### src/rtl/asf_params.svh
// Constants of the serial audio framing port: offsets, fields, reset values.
// Assumes a byte-addressed port, one 32-bit word per register.
`ifndef ASF_PARAMS_SVH
`define ASF_PARAMS_SVH
// Register offsets
`define ASF_OFS_GLOBAL 8'h00
`define ASF_OFS_CLOCK 8'h04
`define ASF_OFS_SLOTS 8'h08
`define ASF_OFS_WARN 8'h0C
`define ASF_OFS_STATUS 8'h10
`define ASF_OFS_TXFIFO 8'h14
`define ASF_OFS_RXFIFO 8'h18
`define ASF_OFS_TXDMA 8'h20
`define ASF_OFS_RXDMA 8'h30
// global_config fields
`define ASF_GC_EN 0
`define ASF_GC_MASTER 1
`define ASF_GC_NET 2
`define ASF_GC_W16 3
`define ASF_GC_SCS_LO 4
`define ASF_GC_LONG 6
`define ASF_GC_FSL_LO 7
`define ASF_GC_PLL 10
// clock_control_reg fields
`define ASF_CC_BCD_LO 0
`define ASF_CC_FCD_LO 8
// Reset values
`define ASF_RST_GLOBAL 11'h002
`define ASF_RST_BCD 8'h2E
`define ASF_RST_FCD 7'h1F
`define ASF_RST_WARN 5'h04
// Long frame sync lengths
`define ASF_FSL_6 7'h06
`define ASF_FSL_13 7'h0D
`define ASF_FSL_14 7'h0E
`define ASF_FSL_15 7'h0F
`define ASF_FSL_16 7'h10
`endif

### src/rtl/asf_pkg.sv
// Types shared by the serial audio framing port.
// Assumes asf_params.svh supplies the numeric constants.
package asf_pkg;
  typedef logic [15:0] asf_word_t;
  typedef logic [6:0] asf_bitpos_t;
  typedef logic [3:0] asf_slot_t;
  typedef enum logic [2:0] {ASF_FSL_SIX = 3'h0, ASF_FSL_THIRTEEN = 3'h1, ASF_FSL_FOURTEEN = 3'h2,
                            ASF_FSL_FIFTEEN = 3'h3, ASF_FSL_SIXTEEN = 3'h4} asf_fsl_e;
endpackage

### src/rtl/asf_audio_port.sv
// Serial audio port framing: clocks, sync, slots, FIFOs, DMA holding registers.
// Assumes one system clock; shift clock edges are events in it; pins synchronised here.
// Notes on behaviour
// - receive and transmit share one shift clock and frame sync from common prescalers.
// - normal mode: frame sync rising edge starts frame and its single slot.
// - receiver keeps only bits after frame sync; word to FIFO or DMA register zero.
// - transmit data pin driven only while word bits shift; released afterwards.
// - receive FIFO request when fill count exceeds warning limit; held low here while the overrun flag is set.
// - transmit FIFO request when available entries at or below warning limit; held low here while the underrun flag is set.
// - normal mode receive DMA: request while register zero holds unread word.
// - normal mode transmit DMA: request while register zero empty.
// - network mode: sync marks frame start; up to four equal 8/16-bit slots.
// - one master drives shift clock and frame sync; others take them as inputs.
// - transmitter drives only in assigned slots, high impedance elsewhere.
// - each transmit slot sources from FIFO or its own DMA register.
// - receiver stores only assigned slots, into FIFO or per-slot DMA register.
// - per-slot DMA request: receive register full, transmit register empty.
// - spare receive clock pin pulses at slot 1, receive sync pin at slot 2.
// - bit clock divides selected input clock by divider field plus one.
// - input clocks are 12 MHz auxiliary tick or 48 MHz PLL tick.
// - frame clock divides bit clock by frame divider plus one.
// - long frame sync length selectable as 6, 13, 14, 15 or 16 bits.
// - transmit changes on shift clock rise, receive samples on fall.
// - words shift most significant bit first.
// - empty transmit DMA register at word time resends that slot's last word.
//
// The strobed register port and the placing of the registers are this design's own decisions.
`timescale 1ns/10ps
`include "asf_params.svh"
module asf_audio_port #(
  parameter int FIFO_DEPTH = 16,
  parameter int FIFO_AW = 4
) (
  input wire logic clk_sys, // System clock, 10 MHz
  input wire logic rst_n, // Asynchronous reset, active low
  input wire logic [7:0] reg_addr, // Register byte address
  input wire logic [31:0] reg_wdata, // Register write data
  input wire logic reg_wr, // Write strobe
  input wire logic reg_rd, // Read strobe
  output logic [31:0] reg_rdata, // Read data, cycle after strobe
  input wire logic aux_clk_tick, // Auxiliary input clock event
  input wire logic pll_clk_tick, // PLL input clock event
  input wire logic shift_clk_i, // Shift clock pin level
  output logic shift_clk_o, // Shift clock pin drive
  output logic shift_clk_oe, // Shift clock pin enable
  input wire logic tx_frame_sync_i, // Frame sync pin level
  output logic tx_frame_sync_o, // Frame sync pin drive
  output logic tx_frame_sync_oe, // Frame sync pin enable
  output logic serial_tx_data, // Transmit data drive
  output logic serial_tx_data_oe, // Transmit data enable
  input wire logic serial_rx_data, // Receive data pin
  output logic rx_shift_clock_pin_o, // Slot 1 sync drive
  output logic rx_shift_clock_pin_oe, // Slot 1 sync enable
  output logic rx_frame_sync_pin_o, // Slot 2 sync drive
  output logic rx_frame_sync_pin_oe, // Slot 2 sync enable
  output logic rx_fifo_irq, // Receive FIFO warning level
  output logic tx_fifo_irq, // Transmit FIFO warning level
  output logic [3:0] rx_dma_req, // Per-slot receive DMA request
  output logic [3:0] tx_dma_req // Per-slot transmit DMA request
);

  // Long frame sync length from the length code
  function automatic asf_pkg::asf_bitpos_t fs_len(input logic [2:0] code);
    unique case (asf_pkg::asf_fsl_e'(code))
      asf_pkg::ASF_FSL_SIX: fs_len = `ASF_FSL_6;
      asf_pkg::ASF_FSL_THIRTEEN: fs_len = `ASF_FSL_13;
      asf_pkg::ASF_FSL_FOURTEEN: fs_len = `ASF_FSL_14;
      asf_pkg::ASF_FSL_FIFTEEN: fs_len = `ASF_FSL_15;
      default: fs_len = `ASF_FSL_16;
    endcase
  endfunction

  // Slot index of a bit position
  function automatic asf_pkg::asf_slot_t slot_of(input asf_pkg::asf_bitpos_t pos, input logic w16);
    slot_of = w16 ? {1'b0, pos[6:4]} : pos[6:3];
  endfunction

  // Bit index inside its slot
  function automatic logic [3:0] bit_of(input asf_pkg::asf_bitpos_t pos, input logic w16);
    bit_of = w16 ? pos[3:0] : {1'b0, pos[2:0]};
  endfunction

  // Mask bit of a slot, zero beyond slot 3
  function automatic logic sel_of(input logic [3:0] mask, input asf_pkg::asf_slot_t s);
    sel_of = (s < 4'h4) && mask[s[1:0]];
  endfunction

  logic rst_meta;
  logic rst_s_n;
  logic [10:0] gcfg;
  logic [7:0] bc_div;
  logic [6:0] fc_div;
  logic [3:0] tx_sa;
  logic [3:0] rx_sa;
  logic [3:0] tx_ds;
  logic [3:0] rx_ds;
  logic [4:0] rx_warn;
  logic [4:0] tx_warn;
  logic [2:0] sy1;
  logic [2:0] sy2;
  logic sck_d3;
  logic [7:0] pre_cnt;
  logic [6:0] fr_cnt;
  logic fs_prev;
  logic frame_ok;
  asf_pkg::asf_bitpos_t bit_pos;
  logic [15:0] tx_sr;
  logic [15:0] rx_sr;
  logic [15:0] tx_mem [FIFO_DEPTH];
  logic [15:0] rx_mem [FIFO_DEPTH];
  logic [FIFO_AW:0] tx_wp;
  logic [FIFO_AW:0] tx_rp;
  logic [FIFO_AW:0] rx_wp;
  logic [FIFO_AW:0] rx_rp;
  asf_pkg::asf_word_t tx_dma [4];
  asf_pkg::asf_word_t tx_last [4];
  asf_pkg::asf_word_t tx_fifo_last;
  asf_pkg::asf_word_t rx_dma [4];
  logic rx_ovr;
  logic tx_und;

  wire logic cfg_en = gcfg[`ASF_GC_EN];
  wire logic cfg_master = gcfg[`ASF_GC_MASTER];
  wire logic cfg_net = gcfg[`ASF_GC_NET];
  wire logic cfg_w16 = gcfg[`ASF_GC_W16];
  wire logic cfg_long = gcfg[`ASF_GC_LONG];
  wire logic [2:0] cfg_fsl = gcfg[`ASF_GC_FSL_LO +: 3];
  wire logic [2:0] n_slots = cfg_net ? {1'b0, gcfg[`ASF_GC_SCS_LO +: 2]} + 3'h1 : 3'h1;
  wire logic sel_tick = gcfg[`ASF_GC_PLL] ? pll_clk_tick : aux_clk_tick;
  wire logic [FIFO_AW:0] tx_cnt = tx_wp - tx_rp;
  wire logic [FIFO_AW:0] rx_cnt = rx_wp - rx_rp;
  wire logic tx_empty = (tx_cnt == '0);
  wire logic rx_full = (rx_cnt == (FIFO_AW + 1)'(FIFO_DEPTH));
  wire logic tx_full = (tx_cnt == (FIFO_AW + 1)'(FIFO_DEPTH));

  // Reset release through two flip-flops
  always_ff @(posedge clk_sys or negedge rst_n)
  begin
    if (!rst_n)
    begin
      rst_meta <= 1'b0;
      rst_s_n <= 1'b0;
    end
    else
    begin
      rst_meta <= 1'b1;
      rst_s_n <= rst_meta;
    end
  end

  // Two-stage pin synchronisers
  always_ff @(posedge clk_sys or negedge rst_s_n)
  begin
    if (!rst_s_n)
    begin
      sy1 <= 3'h0;
      sy2 <= 3'h0;
      sck_d3 <= 1'b0;
    end
    else
    begin
      sy1 <= {serial_rx_data, tx_frame_sync_i, shift_clk_i};
      sy2 <= sy1;
      sck_d3 <= sy2[0];
    end
  end

  // Shift clock events: prescaler as master, pin edges as slave
  wire logic rise_ev = cfg_en && (cfg_master ? sel_tick && pre_cnt == bc_div : sy2[0] && !sck_d3);
  wire logic fall_ev = cfg_en && (cfg_master ? sel_tick && pre_cnt == (bc_div >> 1) : !sy2[0] && sck_d3);

  // Bit clock prescaler, divide by field plus one
  always_ff @(posedge clk_sys or negedge rst_s_n)
  begin
    if (!rst_s_n)
      pre_cnt <= 8'h00;
    else if (!cfg_en || !cfg_master)
      pre_cnt <= 8'h00;
    else if (sel_tick)
      pre_cnt <= (pre_cnt == bc_div) ? 8'h00 : pre_cnt + 8'h01;
  end

  // Frame prescaler and frame sync as master
  wire logic [6:0] next_fr_cnt = (fr_cnt == fc_div) ? 7'h00 : fr_cnt + 7'h01;
  wire logic next_fs_int = cfg_long ? (next_fr_cnt < fs_len(cfg_fsl)) : (next_fr_cnt == 7'h00);
  always_ff @(posedge clk_sys or negedge rst_s_n)
  begin
    if (!rst_s_n)
    begin
      fr_cnt <= 7'h7F;
      shift_clk_o <= 1'b0;
      tx_frame_sync_o <= 1'b0;
      shift_clk_oe <= 1'b0;
      tx_frame_sync_oe <= 1'b0;
    end
    else
    begin
      shift_clk_oe <= cfg_en && cfg_master;
      tx_frame_sync_oe <= cfg_en && cfg_master;
      if (!cfg_en || !cfg_master)
      begin
        fr_cnt <= fc_div;
        shift_clk_o <= 1'b0;
        tx_frame_sync_o <= 1'b0;
      end
      else if (rise_ev)
      begin
        fr_cnt <= next_fr_cnt;
        shift_clk_o <= 1'b1;
        tx_frame_sync_o <= next_fs_int;
      end
      else if (fall_ev)
        shift_clk_o <= 1'b0;
    end
  end

  // Frame start and bit position, shared by both paths
  wire logic fs_now = cfg_master ? next_fs_int : sy2[1];
  wire logic fstart = rise_ev && fs_now && !fs_prev;
  wire asf_pkg::asf_bitpos_t next_bit_pos = fstart ? 7'h00 : (bit_pos == 7'h7F) ? 7'h7F : bit_pos + 7'h01;
  wire asf_pkg::asf_slot_t nx_slot = slot_of(next_bit_pos, cfg_w16);
  wire logic [3:0] nx_bit = bit_of(next_bit_pos, cfg_w16);
  wire logic nx_in = (frame_ok || fstart) && ({1'b0, nx_slot} < {2'b00, n_slots});
  wire asf_pkg::asf_slot_t cu_slot = slot_of(bit_pos, cfg_w16);
  wire logic cu_in = frame_ok && ({1'b0, cu_slot} < {2'b00, n_slots});
  wire logic cu_last = (bit_of(bit_pos, cfg_w16) == (cfg_w16 ? 4'hF : 4'h7));
  wire asf_pkg::asf_slot_t cu_next = cu_slot + 4'h1;
  always_ff @(posedge clk_sys or negedge rst_s_n)
  begin
    if (!rst_s_n)
    begin
      fs_prev <= 1'b0;
      frame_ok <= 1'b0;
      bit_pos <= 7'h7F;
    end
    else if (!cfg_en)
    begin
      fs_prev <= 1'b0;
      frame_ok <= 1'b0;
      bit_pos <= 7'h7F;
    end
    else if (rise_ev)
    begin
      fs_prev <= fs_now;
      bit_pos <= next_bit_pos;
      if (fstart)
        frame_ok <= 1'b1;
    end
  end

  // Transmit word source for the slot about to start
  wire logic tx_load = rise_ev && nx_in && sel_of(tx_sa, nx_slot) && (nx_bit == 4'h0);
  wire logic tx_use_dma = sel_of(tx_ds, nx_slot);
  wire logic [15:0] tx_word = tx_use_dma ? (tx_dma_req[nx_slot[1:0]] ? tx_last[nx_slot[1:0]] : tx_dma[nx_slot[1:0]])
    : (tx_empty ? tx_fifo_last : tx_mem[tx_rp[FIFO_AW-1:0]]);
  wire logic [15:0] tx_aligned = cfg_w16 ? tx_word : {tx_word[7:0], 8'h00};

  // Transmit serializer and data pin enable
  always_ff @(posedge clk_sys or negedge rst_s_n)
  begin
    if (!rst_s_n)
    begin
      tx_sr <= 16'h0000;
      serial_tx_data <= 1'b0;
      serial_tx_data_oe <= 1'b0;
    end
    else if (!cfg_en)
      serial_tx_data_oe <= 1'b0;
    else if (rise_ev)
    begin
      if (nx_in && sel_of(tx_sa, nx_slot))
      begin
        serial_tx_data_oe <= 1'b1;
        if (nx_bit == 4'h0)
        begin
          tx_sr <= tx_aligned;
          serial_tx_data <= tx_aligned[15];
        end
        else
        begin
          tx_sr <= {tx_sr[14:0], 1'b0};
          serial_tx_data <= tx_sr[14];
        end
      end
      else
        serial_tx_data_oe <= 1'b0;
    end
    else if (fall_ev && cu_in && cu_last && !(({1'b0, cu_next} < {2'b00, n_slots}) && sel_of(tx_sa, cu_next)))
      serial_tx_data_oe <= 1'b0;
  end

  // Transmit FIFO read side and retransmit memory
  always_ff @(posedge clk_sys or negedge rst_s_n)
  begin
    if (!rst_s_n)
    begin
      tx_rp <= '0;
      tx_fifo_last <= 16'h0000;
      tx_und <= 1'b0;
      for (int i = 0; i < 4; i++)
        tx_last[i] <= 16'h0000;
    end
    else
    begin
      if (reg_wr && reg_addr == `ASF_OFS_STATUS && reg_wdata[1])
        tx_und <= 1'b0;
      if (tx_load)
      begin
        tx_last[nx_slot[1:0]] <= tx_word;
        if (!tx_use_dma)
        begin
          tx_fifo_last <= tx_word;
          if (tx_empty)
            tx_und <= 1'b1; // Set wins over clear
          else
            tx_rp <= tx_rp + 1'b1;
        end
      end
    end
  end

  // Transmit DMA holding registers; request while a slot's register is empty
  always_ff @(posedge clk_sys or negedge rst_s_n)
  begin
    if (!rst_s_n)
    begin
      tx_dma_req <= 4'h0;
      for (int i = 0; i < 4; i++)
        tx_dma[i] <= 16'h0000;
    end
    else
    begin
      for (int i = 0; i < 4; i++)
      begin
        if (reg_wr && reg_addr == (`ASF_OFS_TXDMA + 8'(4 * i)))
        begin
          tx_dma[i] <= reg_wdata[15:0];
          tx_dma_req[i] <= 1'b0;
        end
        else if (tx_load && tx_use_dma && nx_slot[1:0] == 2'(i))
          tx_dma_req[i] <= 1'b1;
        else if (!cfg_en || !tx_ds[i])
          tx_dma_req[i] <= 1'b0;
      end
    end
  end

  // Receive deserializer on falling shift clock
  wire logic rx_take = fall_ev && cu_in && sel_of(rx_sa, cu_slot);
  wire logic [15:0] rx_word_raw = {rx_sr[14:0], sy2[2]};
  wire logic [15:0] rx_word = cfg_w16 ? rx_word_raw : {8'h00, rx_word_raw[7:0]};
  wire logic rx_done = rx_take && cu_last;
  wire logic rx_to_dma = sel_of(rx_ds, cu_slot);
  always_ff @(posedge clk_sys or negedge rst_s_n)
  begin
    if (!rst_s_n)
    begin
      rx_sr <= 16'h0000;
      rx_wp <= '0;
      for (int i = 0; i < 4; i++)
        rx_dma[i] <= 16'h0000;
    end
    else if (rx_take)
    begin
      rx_sr <= rx_word_raw;
      if (rx_done && rx_to_dma)
        rx_dma[cu_slot[1:0]] <= rx_word;
      else if (rx_done && !rx_full)
      begin
        rx_mem[rx_wp[FIFO_AW-1:0]] <= rx_word;
        rx_wp <= rx_wp + 1'b1;
      end
    end
  end

  // Receive DMA full flags and overrun flag; set wins over clear
  wire logic rd_rxdma = reg_rd && (reg_addr[7:4] == `ASF_OFS_RXDMA >> 4) && (reg_addr[1:0] == 2'b00);
  always_ff @(posedge clk_sys or negedge rst_s_n)
  begin
    if (!rst_s_n)
    begin
      rx_dma_req <= 4'h0;
      rx_ovr <= 1'b0;
    end
    else
    begin
      for (int i = 0; i < 4; i++)
      begin
        if (rx_done && rx_to_dma && cu_slot[1:0] == 2'(i))
          rx_dma_req[i] <= 1'b1;
        else if ((rd_rxdma && reg_addr[3:2] == 2'(i)) || !rx_ds[i])
          rx_dma_req[i] <= 1'b0;
      end
      if (rx_done && !rx_to_dma && rx_full)
        rx_ovr <= 1'b1;
      else if (reg_wr && reg_addr == `ASF_OFS_STATUS && reg_wdata[0])
        rx_ovr <= 1'b0;
    end
  end

  // FIFO warning levels
  always_ff @(posedge clk_sys or negedge rst_s_n)
  begin
    if (!rst_s_n)
    begin
      rx_fifo_irq <= 1'b0;
      tx_fifo_irq <= 1'b0;
    end
    else
    begin
      rx_fifo_irq <= cfg_en && (rx_cnt > rx_warn) && !rx_ovr;
      tx_fifo_irq <= cfg_en && (tx_cnt <= tx_warn) && !tx_und;
    end
  end

  // Spare receive pins pulse at slots 1 and 2 in network mode
  always_ff @(posedge clk_sys or negedge rst_s_n)
  begin
    if (!rst_s_n)
    begin
      rx_shift_clock_pin_o <= 1'b0;
      rx_frame_sync_pin_o <= 1'b0;
      rx_shift_clock_pin_oe <= 1'b0;
      rx_frame_sync_pin_oe <= 1'b0;
    end
    else
    begin
      rx_shift_clock_pin_oe <= cfg_en && cfg_net;
      rx_frame_sync_pin_oe <= cfg_en && cfg_net;
      if (!cfg_en || !cfg_net)
      begin
        rx_shift_clock_pin_o <= 1'b0;
        rx_frame_sync_pin_o <= 1'b0;
      end
      else if (rise_ev)
      begin
        rx_shift_clock_pin_o <= nx_in && nx_slot == 4'h1 && nx_bit == 4'h0;
        rx_frame_sync_pin_o <= nx_in && nx_slot == 4'h2 && nx_bit == 4'h0;
      end
    end
  end

  // Register writes and transmit FIFO fill
  always_ff @(posedge clk_sys or negedge rst_s_n)
  begin
    if (!rst_s_n)
    begin
      gcfg <= `ASF_RST_GLOBAL;
      bc_div <= `ASF_RST_BCD;
      fc_div <= `ASF_RST_FCD;
      {rx_ds, tx_ds, rx_sa, tx_sa} <= 16'h0011;
      rx_warn <= `ASF_RST_WARN;
      tx_warn <= `ASF_RST_WARN;
      tx_wp <= '0;
    end
    else if (reg_wr)
    begin
      unique case (reg_addr)
        `ASF_OFS_GLOBAL: gcfg <= reg_wdata[10:0];
        `ASF_OFS_CLOCK:
        begin
          bc_div <= reg_wdata[`ASF_CC_BCD_LO +: 8];
          fc_div <= reg_wdata[`ASF_CC_FCD_LO +: 7];
        end
        `ASF_OFS_SLOTS: {rx_ds, tx_ds, rx_sa, tx_sa} <= reg_wdata[15:0];
        `ASF_OFS_WARN:
        begin
          rx_warn <= reg_wdata[4:0];
          tx_warn <= reg_wdata[12:8];
        end
        `ASF_OFS_TXFIFO:
          if (!tx_full)
          begin
            tx_mem[tx_wp[FIFO_AW-1:0]] <= reg_wdata[15:0];
            tx_wp <= tx_wp + 1'b1;
          end
        default: ;
      endcase
    end
  end

  // Register reads and receive FIFO drain
  always_ff @(posedge clk_sys or negedge rst_s_n)
  begin
    if (!rst_s_n)
    begin
      reg_rdata <= 32'h0000_0000;
      rx_rp <= '0;
    end
    else
    begin
      reg_rdata <= 32'h0000_0000;
      if (reg_rd)
      begin
        if (reg_addr == `ASF_OFS_GLOBAL)
          reg_rdata <= {21'h0, gcfg};
        else if (reg_addr == `ASF_OFS_CLOCK)
          reg_rdata <= {17'h0, fc_div, bc_div};
        else if (reg_addr == `ASF_OFS_SLOTS)
          reg_rdata <= {16'h0, rx_ds, tx_ds, rx_sa, tx_sa};
        else if (reg_addr == `ASF_OFS_WARN)
          reg_rdata <= {19'h0, tx_warn, 3'h0, rx_warn};
        else if (reg_addr == `ASF_OFS_STATUS)
          reg_rdata <= {17'h0, tx_cnt, 3'h0, rx_cnt, tx_und, rx_ovr};
        else if (reg_addr == `ASF_OFS_RXFIFO && rx_cnt != '0)
        begin
          reg_rdata <= {16'h0, rx_mem[rx_rp[FIFO_AW-1:0]]};
          rx_rp <= rx_rp + 1'b1;
        end
        else if (rd_rxdma)
          reg_rdata <= {16'h0, rx_dma[reg_addr[3:2]]};
        else if (reg_addr[7:4] == `ASF_OFS_TXDMA >> 4 && reg_addr[1:0] == 2'b00)
          reg_rdata <= {16'h0, tx_dma[reg_addr[3:2]]};
      end
    end
  end

endmodule // asf_audio_port

### config.mk
export PLATFORM = sky130hd
export DESIGN_NAME = asf_audio_port
export DESIGN_NICKNAME = d
export VERILOG_FILES = /design/src/rtl/asf_pkg.sv /design/src/rtl/asf_audio_port.sv
export VERILOG_INCLUDE_DIRS = /design/src /design/src/rtl
export SDC_FILE = /design/constraint.sdc
export NUM_CORES = 1
export LEC_CHECK = 0
export BUFFER_PORTS_ARGS = -buffer_cell sky130_fd_sc_hd__buf_4
export CAP_MARGIN = 0
export CORE_UTILIZATION = 40
export DETAILED_ROUTE_END_ITERATION = 16
export PLACE_DENSITY = 0.54
export RECOVER_POWER = 100
export SETUP_SLACK_MARGIN = 0.15
export SLEW_MARGIN = 20
export SYNTH_ARGS = -nofsm -noshare
export SYNTH_HDL_FRONTEND = slang
export SYNTH_SLANG_ARGS = --single-unit
### constraint.sdc
create_clock -name clk_sys -period 18.57 [get_ports clk_sys]
set_input_delay 2.7855 -clock clk_sys [delete_from_list [all_inputs] [get_ports clk_sys]]
set_output_delay 2.7855 -clock clk_sys [all_outputs]
set_load 0.1 [all_outputs]
==> metrics, run 1 <==
Synth Warn #=0; most frequent cells in the layout=edfxtp_1, dfrtp_1, mux2_2; #FFs+latches synth=~900; RSZ-0062 raised after global routing=false; Netlist cell types=95; GRT Total Usage=0.225; Worst Max-Slew Pin Slew=3.76 ns; CTS root buf=clkbuf_16; vias in the first global route=23897; top cell type's share of synthesized area=0.388; Final #Nets=2706; failing checks=max-capacitance violations, max-slew violations; worst-path maximum fanout=25; CTS Buf Count=94; most common library cell in the layout ignoring fill and taps=edfxtp_1; initial antenna violation count=7; Setup crit start kind=register; hold buffer count at cts=0; HP Class=register to register; Final Hold Fails=0; IO Pins=101; Syn Inst Count=2532; core box area=98300 um^2; max-cap check violation count=34; RePlAce Congestion=0.909; Post-synth EDFFs=512; Final Total Pwr=around 4.2 mW; Layout Skew=0.0212 ns; Die Area=100000 um^2; Layout fillers=8692; Tmin final=9.74 ns; CTS tree=built; H-tree depth=3; first-pass GRT wire length=164 mm; status=finished, violations left; CTS Buffer Depth=3; latest clock arrival within the worst-skew pair=0.68 ns; area delta synth->final=11.2%; post-CTS resize count=0; CP Class=register to register; IO Port Bufs=68; Worst Path Arrival=10.30 ns; Die Wd=317 um; WL met1=roughly 47 mm; drt total wl=111 mm; Reg clk slew, reported paths=0.06 ns; drt pass-1 iters=6; Iteration-0 DRC Markers=2259; layout cell share with drive strength beyond 1=0.252; design area=~44000 um^2; Setup WS post-layout=8.83 ns; Slew HR=-1.51; Routed WL per cell=about 28 um; Seq/Total Area, Yosys=0.628; die span in y=around 320 um; overflow left after global routing=0; vias=23274; top_reg_cell synth=edfxtp_1; area of the mapped netlist=39700 um^2; fmax=between 100 and 150 MHz; largest net degree at the start of global routing=67; largest cells by area after synthesis=edfxtp_1, dfrtp_1, mux4_2; row count=115; Layout Cells excl Fill=3977; Placed Cells=3800; post-CTS setup buffers=0; Vias/cell=5.85; Leakage=17.1 nW; largest area contributor in the netlist=edfxtp_1; Max VDD drop=0.0707 mV; crit end category=register; WL met3=5.94 mm; Critical Path RT=19.13 ns; pre-CTS WS=10.95 ns; Routed Antenna Nets=0; mean post-synth cell area=15.7 um^2; # setup viols final=0; Tcrit/Tclk final=0.524; # DRC=0; post-place instance area=41700 um^2; Top Layer Used=met5; Met2 Wirelength=54.1 mm; hpwl dp=around 71 mm; Fin Setup TNS=0 ns; CTS sink cnt=a little under 900; final slew viol count=909; Pwr Density=94.4 nW/um^2; initial core utilization=0.404; Post-synth ARST share=0.425
[cell type report]
| class | count | area, um^2 | share of cell area |
|---|---|---|---|
| Antenna cell | 4 | 10.0 | 0.000227 |
| Clock buffer | 136 | 2640 | 0.0599 |
| Clock inverter | 37 | 324 | 0.00735 |
| Inverter | 42 | 158 | 0.00357 |
| Multi-Input combinational cell | 1455 | 13900 | 0.314 |
| Sequential cell | 891 | 24900 | 0.565 |
| Tap cell | 1287 | 1610 | 0.0365 |
| Timing Repair Buffer | 125 | 597 | 0.0135 |
[kinds of logic (layout without fill, tap and decap cells)]
group | after synthesis | count (layout) | share of synthesized area
adders and majority gates | 48 | 48 | 0.0155
AOI/OAI and AO/OA | 412 | 412 | 0.0766
buffers and inverters | 201 | 340 | 0.0228
xor gates and xnor gates | 56 | 56 | 0.0124
muxes | 470 | 470 | 0.188
DFF | 891 | 891 | 0.628
other | 2 | 21 | 0.000189
and+or+nand+nor | 452 | 452 | 0.0568
[critical path: stages (launching register included)]
cell	delay, ns
dfrtp_1	0.32
clkbuf_1	1.08
nand2_1	0.88
nor3_1	0.37
nand3_1	0.16
a221oi_1	1.67
nand2_1	0.99
o21a_1	0.33
ha_1	0.31
a311oi_1	0.36
and2_0	0.22
o221ai_1	0.30
nor3_1	1.55
clkbuf_1	0.66
mux2_2	0.42
[report_power, final]
part,switching [mW],internal [mW]
Clock,0.781,1.06
Sequential,0.0218,2.11
Combinational,0.137,0.0604
Total,0.940,3.22
[metrics by stage]
step,util,hold slack [ns]
floorplan,-,0.331
global placement,0.423,0.344
detailed placement,0.424,0.338
CTS,0.454,0.351
global route,0.449,0.365
finish,0.449,0.346
[final timing paths]
check	from	depth (start not counted)	slack (ns)	to
setup / recovery	gcfg[0]	14	8.83	tx_last[39]
hold / removal	sy1[1]	0	0.35	sy2[1]
setup reg to reg	gcfg[0]	14	8.83	tx_last[39]
hold reg to reg	sy1[1]	0	0.35	sy2[1]
max in group asynchronous	rst_s_n	2	10.81	tx_rp[0]
min in group asynchronous	rst_s_n	0	1.05	tx_last[25]
[routing by layer]
layer | up-vias | GRT usage
met5 | - | 0
met4 | 2 | 0.0720
met3 | 190 | 0.0348
met2 | 761 | 0.370
met1 | 12288 | 0.306
li1 | 10033 | -
[cell usage after synthesis, drive strengths merged (8+ instances only)]
cell     instances
a21oi           86
a221oi          25
a22o            22
a22oi           20
a2bb2oi         19
a31oi           17
and2            21
and3            20
and4             9
buf             75
clkbuf          84
dfrtp          351
dfstp           28
edfxtp         512
ha              46
inv             42
mux2           251
mux2i           24
mux4           195
nand2          180
nand2b          11
nand3           30
nand4           15
nor2            79
nor2b           23
nor3            23
o2111a           8
o211ai          11
o21a             9
o21ai           71
o221ai          18
o22a             8
o22ai           26
o311ai           9
or3             12
xnor2           33
xor2            23
[flip-flops by register name (all words and copies together), names as in the netlist, 7 cells and up]
signal	cells
bit_pos	7
tx_mem	256
rx_sr	15
reg_rdata	16
tx_fifo_last	16
tx_sr	15
fc_div	7
rx_mem	256
fr_cnt	7
pre_cnt	8
gcfg	11
bc_div	8
tx_dma	64
tx_last	64
rx_dma	64
Power figures use the tool's default switching activity.
==> inputs of run 2 (changes only) <==
--- a/config.mk
+++ b/config.mk
@@ -10,7 +10,7 @@
 export CAP_MARGIN = 0
 export CORE_UTILIZATION = 40
 export DETAILED_ROUTE_END_ITERATION = 16
-export PLACE_DENSITY = 0.54
+export PLACE_DENSITY = 0.56
 export RECOVER_POWER = 100
 export SETUP_SLACK_MARGIN = 0.15
 export SLEW_MARGIN = 20
==> constraint.sdc (replaced) <==
create_clock -name clk_sys -period 8.35 [get_ports clk_sys]
set_input_delay 1.2525 -clock clk_sys [delete_from_list [all_inputs] [get_ports clk_sys]]
set_output_delay 1.2525 -clock clk_sys [all_outputs]
set_load 0.1 [all_outputs]
==> run 2 against run 1 <==
  * The flow still finishes with violations (max-capacitance violations, max-slew violations)
  * Sequential power is 120% higher
  * Clock power is 140% higher
  * Critical endpoint is now tx_mem[2][8]
  * Highest routed layer is now met4
  * Largest cell class unchanged
  * Design area is 1.1% higher
  * Global-route usage is 0.35 points lower
==> metrics, run 2 (same netlist as run 1, synthesis figures left out) <==
Layout Skew=0.0343 ns (+0.0131 ns); Worst Path Arrival=7.46 ns (-2.84 ns); CP Launch Point=tx_rp[0]; layout cell share with drive strength beyond 1=0.262 (+0.00961); post-CTS resize count=0 (unchanged); Worst Max-Slew Pin Slew=3.47 ns (-0.294 ns); drt total wl=110 mm (-1.2%); Iteration-0 DRC Markers=2316 (+2.5%); Routed Antenna Nets=0 (unchanged); vias in the first global route=24151 (+1.1%); Placed Cells=3811 (+0.29%); area delta synth->final=12.4%; CTS sink cnt=891 (unchanged); crit end category=register; IO Pins=101 (unchanged); first-pass GRT wire length=163 mm (-0.90%); # DRC=0 (unchanged); RSZ-0062 raised after global routing=false; post-place instance area=41700 um^2 (about the same); RR Endpoint=tx_mem[2][8]; max-cap check violation count=19 (-44%); Die Wd=317 um (unchanged); design area=44600 um^2 (+1.1%); hold buffer count at cts=0 (unchanged); Reg clk slew, reported paths=0.06 ns (about the same); Die Area=100000 um^2 (unchanged); Routed WL per cell=27.5 um (-1.6%); Fin Setup TNS=0 ns (unchanged); post-CTS setup buffers=0 (unchanged); final slew viol count=657 (-28%); CTS root buf=clkbuf_16; largest net degree at the start of global routing=125 (+87%); hpwl dp=70.4 mm (-0.68%); IO Port Bufs=68 (unchanged); core box area=98300 um^2 (unchanged); CTS Buffer Depth=3 (unchanged); Tcrit/Tclk final=0.850 (+0.325); Max VDD drop=0.186 mV (+160%); Critical Path RT=8.72 ns (-10.41 ns); row count=115 (unchanged); CP Class=register to register; Setup WS post-layout=1.26 ns (-7.58 ns); Layout fillers=8590 (-1.2%); vias=23616 (+1.5%); Final Hold Fails=0 (unchanged); most common library cell in the layout ignoring fill and taps=edfxtp_1; worst r2r src=tx_rp[0]; initial core utilization=0.404 (unchanged); Tmin final=7.09 ns (-2.64 ns); pre-CTS WS=1.79 ns (-9.16 ns); overflow left after global routing=0 (unchanged); setup slack, reg-to-reg=1.26 ns (-7.58 ns); CTS tree=built; status=finished, violations left; Leakage=17.4 nW (+1.3%); Layout Cells excl Fill=3993 (+0.40%); H-tree depth=3 (unchanged); worst-path maximum fanout=34 (+36%); Setup crit start kind=register; failing checks=max-capacitance violations, max-slew violations; Final #Nets=2717 (+0.41%); most frequent cells in the layout=edfxtp_1, dfrtp_1, mux2_2; drt pass-1 iters=6 (unchanged); fmax=141 MHz (+37%); HP Class=primary input to async pin; Vias/cell=5.91 (+1.1%); Reg2Reg Depth=10 (-4); GRT Total Usage=0.221 (-0.00349); Slew HR=-1.31 (+0.196); CTS Buf Count=94 (unchanged); latest clock arrival within the worst-skew pair=0.68 ns (about the same); RePlAce Congestion=0.854 (-6.1%); initial antenna violation count=4 (-3); # setup viols final=0 (unchanged); die span in y=317 um (unchanged); Pwr Density=215 nW/um^2 (+130%)
run 2: cell types whose count changed in the layout (fill, tap and decap cells not counted), sizes merged:
| cell | change |
|---|---|
| bufinv | +6 |
| clkinv | +5 |
| clkbuf | -3 |
| clkinvlp | +2 |
| buf | +6 |
run 2: area by class of cell:
type	count	area [um^2]	area share
diodes	4	10.0	0.000224
flip-flops and latches	891	24900	0.558
well taps	1287	1610	0.0361
inverters	42	158	0.00354
repair buffers	136	658	0.0148
clock buffers	128	2680	0.0602
multi-input cells	1455	13900	0.312
clock inverters	50	646	0.0145
run 2: report_power, final:
| group | leakage, nW | total (mW) | internal (mW) | switching (mW) |
|---|---|---|---|---|
| clock | 1.62 | 4.43 | 2.62 | 1.81 |
| combinational | 5.44 | 0.444 | 0.133 | 0.310 |
| sequential | 10.3 | 4.73 | 4.68 | 0.0468 |
run 2: critical path, stage by stage (launching register included):
cell      delay (ns)
dfrtp_1         1.85
ha_1            0.42
inv_1           0.07
fa_1            0.42
a21o_1          0.18
a21oi_1         0.18
xnor2_1         0.23
a211oi_1        0.85
nand3_1         0.32
nor3_1          1.81
buf_4           0.44
run 2: metrics by stage:
step / utilization / hold WS, ns / total power, mW
finish: 0.454 / 0.344 / 9.60
CTS: 0.458 / 0.223 / 9.68
global placement: 0.424 / 0.214 / 5.25
floorplan: - / 0.331 / 5.09
detailed placement: 0.424 / 0.214 / 5.27
global route: 0.454 / 0.342 / 9.89
run 2: worst max-delay path by stage:
| stage | cells past startpoint | to |
|---|---|---|
| 2_1_floorplan | 3 | tx_mem[1][0] |
| 3_3_place_gp | 20 | tx_sr[13] |
| 6_report | 10 | tx_mem[2][8] |
| 4_1_cts | 17 | tx_last[35] |
| 3_5_place_dp | 20 | tx_sr[11] |
| 5_1_grt | 12 | rx_mem[0][14] |
run 2: metal layers:
layer / track usage / vias to the layer above / part of all wire
met5: 0 / - / 0
met4: 0.0856 / 0 / 0.039
met3: 0.0277 / 196 / 0.056
met2: 0.352 / 801 / 0.47
met1: 0.311 / 12551 / 0.43
li1: - / 10068 / -
==> inputs of run 3 (changes only) <==
--- a/config.mk
+++ b/config.mk
@@ -10,7 +10,7 @@
 export CAP_MARGIN = 0
 export CORE_UTILIZATION = 40
 export DETAILED_ROUTE_END_ITERATION = 16
-export PLACE_DENSITY = 0.56
+export PLACE_DENSITY = 0.54
 export RECOVER_POWER = 100
 export SETUP_SLACK_MARGIN = 0.15
 export SLEW_MARGIN = 20
==> constraint.sdc (replaced) <==
create_clock -name clk_sys -period 6.7 [get_ports clk_sys]
set_input_delay 1.005 -clock clk_sys [delete_from_list [all_inputs] [get_ports clk_sys]]
set_output_delay 1.005 -clock clk_sys [all_outputs]
set_load 0.1 [all_outputs]
==> run 3 against run 2 <==
  * The flow still finishes with violations (max-capacitance violations, max-slew violations)
  * Global-route usage grew 0.42 points
  * Core utilization down 0.055 points
  * Total power is 23% higher
  * Critical endpoint is now tx_fifo_last[10]
  * Worst setup slack worse by 0.59 ns
  * Clock-buffer cell count shrank 5
  * Sequential share of layout area up 0.073 points
  * Routed wire length increased by 1.9%
  * Cell count up 0.28%
  * Via count fell by 0.14%
  * Die area stayed put
  * Worst hold slack got worse by 0.23 ns
==> metrics, run 3 (same netlist as run 1, synthesis figures left out) <==
status=finished, violations left; failing checks=max-capacitance violations, max-slew violations; crit end category=register; worst r2r src=fr_cnt[3]; die span in y=317 um (unchanged); drt pass-1 iters=5 (-1); Routed Antenna Nets=0 (unchanged); Leakage=17.4 nW (about the same); GRT Total Usage=0.226 (+0.00419); setup slack, reg-to-reg=0.66 ns (-0.59 ns); worst hold slack=0.109 ns (-0.235 ns); Die Wd=317 um (unchanged); Buf/Inv on CP=3 (+1); post-layout util=0.453 (-0.000547); final slew viol count=345 (-47%); Layout fillers=8684 (+1.1%); H-tree depth=3 (unchanged); largest net degree at the start of global routing=82 (-34%); post-place instance area=41800 um^2 (+0.19%); worst-path maximum fanout=17 (-50%); most common library cell in the layout ignoring fill and taps=edfxtp_1; layout cell share with drive strength beyond 1=0.266 (+0.00371); initial antenna violation count=6 (+2); hpwl dp=72.9 mm (+3.5%); ANT cells=0 (-4); vias=23583 (-0.14%); IO Pins=101 (unchanged); Setup WS post-layout=0.663 ns (-0.592 ns); Die Area=100000 um^2 (unchanged); fmax=166 MHz (+18%); vias in the first global route=24276 (+0.52%); most frequent cells in the layout=edfxtp_1, dfrtp_1, mux2_2; latest clock arrival within the worst-skew pair=0.68 ns (about the same); Reg2Reg Depth=20 (+10); slowest CP cell=and2_0; first-pass GRT wire length=165 mm (+1.2%); CP Launch Point=fr_cnt[3]; max-cap check violation count=9 (-10); RR Endpoint=tx_fifo_last[10]; area delta synth->final=12.3%; IO Port Bufs=68 (unchanged); CTS Buffer Depth=3 (unchanged); CTS tree=built; HP Class=primary input to async pin; internal cell power=9.13 mW (+23%); Setup crit start kind=register; Critical Path RT=7.25 ns (-1.47 ns); Vias/cell=5.89 (-0.41%); Layout Skew=0.0309 ns (-0.00343 ns); Routed WL per cell=28.0 um (+1.6%); Reg clk slew, reported paths=0.06 ns (about the same); row count=115 (unchanged); Tcrit/Tclk final=0.901 (+0.0513); CP Depth=20 (+10); Placed Cells=3822 (+0.29%); Setup crit end=tx_fifo_last[10]; CTS root buf=clkbuf_16; Largest delay share family, worst path=simple AND/OR/NAND/NOR gates; Final Hold Fails=0 (unchanged); initial core utilization=0.404 (unchanged); Switch Pwr=2.68 mW (+24%); Pwr Density=265 nW/um^2 (+23%); RSZ-0062 raised after global routing=false; CTS sink cnt=891 (unchanged); overflow left after global routing=0 (unchanged); Slew HR=-1.39 (-0.0805); hold buffer count at cts=0 (unchanged); core box area=98300 um^2 (unchanged); RePlAce Congestion=0.870 (+1.9%); post-CTS resize count=0 (unchanged); drt total wl=112 mm (+1.9%); Iteration-0 DRC Markers=2115 (-8.7%); Layout Cells excl Fill=4004 (+0.28%); Comb power frac=0.047 (about the same); post-CTS setup buffers=0 (unchanged); CTS Buf Count=96 (+2.1%); Worst Max-Slew Pin Slew=3.59 ns (+0.121 ns); max incr delay on CP=0.65 ns (-1.20 ns); Final Total Pwr=11.8 mW (+23%); # setup viols final=0 (unchanged); Clock Power Share=0.454 (-0.007); design area=44500 um^2 (-0.12%); Worst Path Arrival=6.59 ns (-0.87 ns); CP Class=register to register; pre-CTS WS=1.07 ns (-0.725 ns); switch share=0.227 (+0.00106); Max VDD drop=0.218 mV (+17%); Fin Setup TNS=0 ns (unchanged); crit-path cells=xor2_1, nor4_1, and2_0, nor2_1, ha_1, a21oi_1, o21ai_0, o21bai_1, a221oi_4, buf_4, nand2_1, buf_4, o21a_1, ha_1, a311oi_1, and2_0, o221ai_4, nor2_2, clkbuf_2, mux2_2; Reg power frac=0.499 (+0.006); Tmin final=6.04 ns (-1.06 ns); # DRC=0 (unchanged); Final #Nets=2730 (+0.48%)
==> run 3: layout make-up <==
type / count / area (um^2) / area share
Clock buffer: 123 / 2580 / 0.0580
Clock inverter: 59 / 607 / 0.0136
Inverter: 42 / 158 / 0.00354
Multi-Input combinational cell: 1455 / 13900 / 0.313
Sequential cell: 891 / 24900 / 0.559
Tap cell: 1287 / 1610 / 0.0362
Timing Repair Buffer: 147 / 748 / 0.0168
==> run 3: worst min-delay path by stage <==
stage | from | end | depth (start not counted)
after floorplan | rst_meta | rst_s_n | 0
after global placement | rst_s_n | frame_ok | 0
after detailed placement | rst_s_n | frame_ok | 0
after CTS | rst_n | rst_s_n | 1
after global routing | rst_n | rst_meta | 1
final | rst_n | rst_s_n | 1
==> run 3: worst reg2reg max path: stages (launching register included) <==
cell	delay (ns)
dfstp_2	0.62
xor2_1	0.09
nor4_1	0.55
and2_0	0.65
nor2_1	0.12
ha_1	0.33
a21oi_1	0.14
o21ai_0	0.12
o21bai_1	0.23
a221oi_4	0.30
buf_4	0.25
nand2_1	0.08
buf_4	0.20
o21a_1	0.12
ha_1	0.30
a311oi_1	0.33
and2_0	0.28
o221ai_4	0.22
nor2_2	0.13
clkbuf_2	0.47
mux2_2	0.41
==> run 3: power by group through the flow <==
stage | combinational (mW) | clock, mW | sequential, mW
floorplan | 0.342 | 0 | 6.01
detailed placement | 0.559 | 0 | 6.00
finish | 0.551 | 5.37 | 5.90
global route | 0.598 | 5.66 | 5.90
global placement | 0.548 | 0 | 6.00
CTS | 0.562 | 5.47 | 5.89
==> run 3: per-layer routing <==
metal  up-vias  track usage  share of wire
met3       177       0.0343          0.054
met4         0       0.0780          0.034
met5         -            0              0
met2       753        0.376           0.50
met1     12547        0.301           0.41
li1      10106            -              -
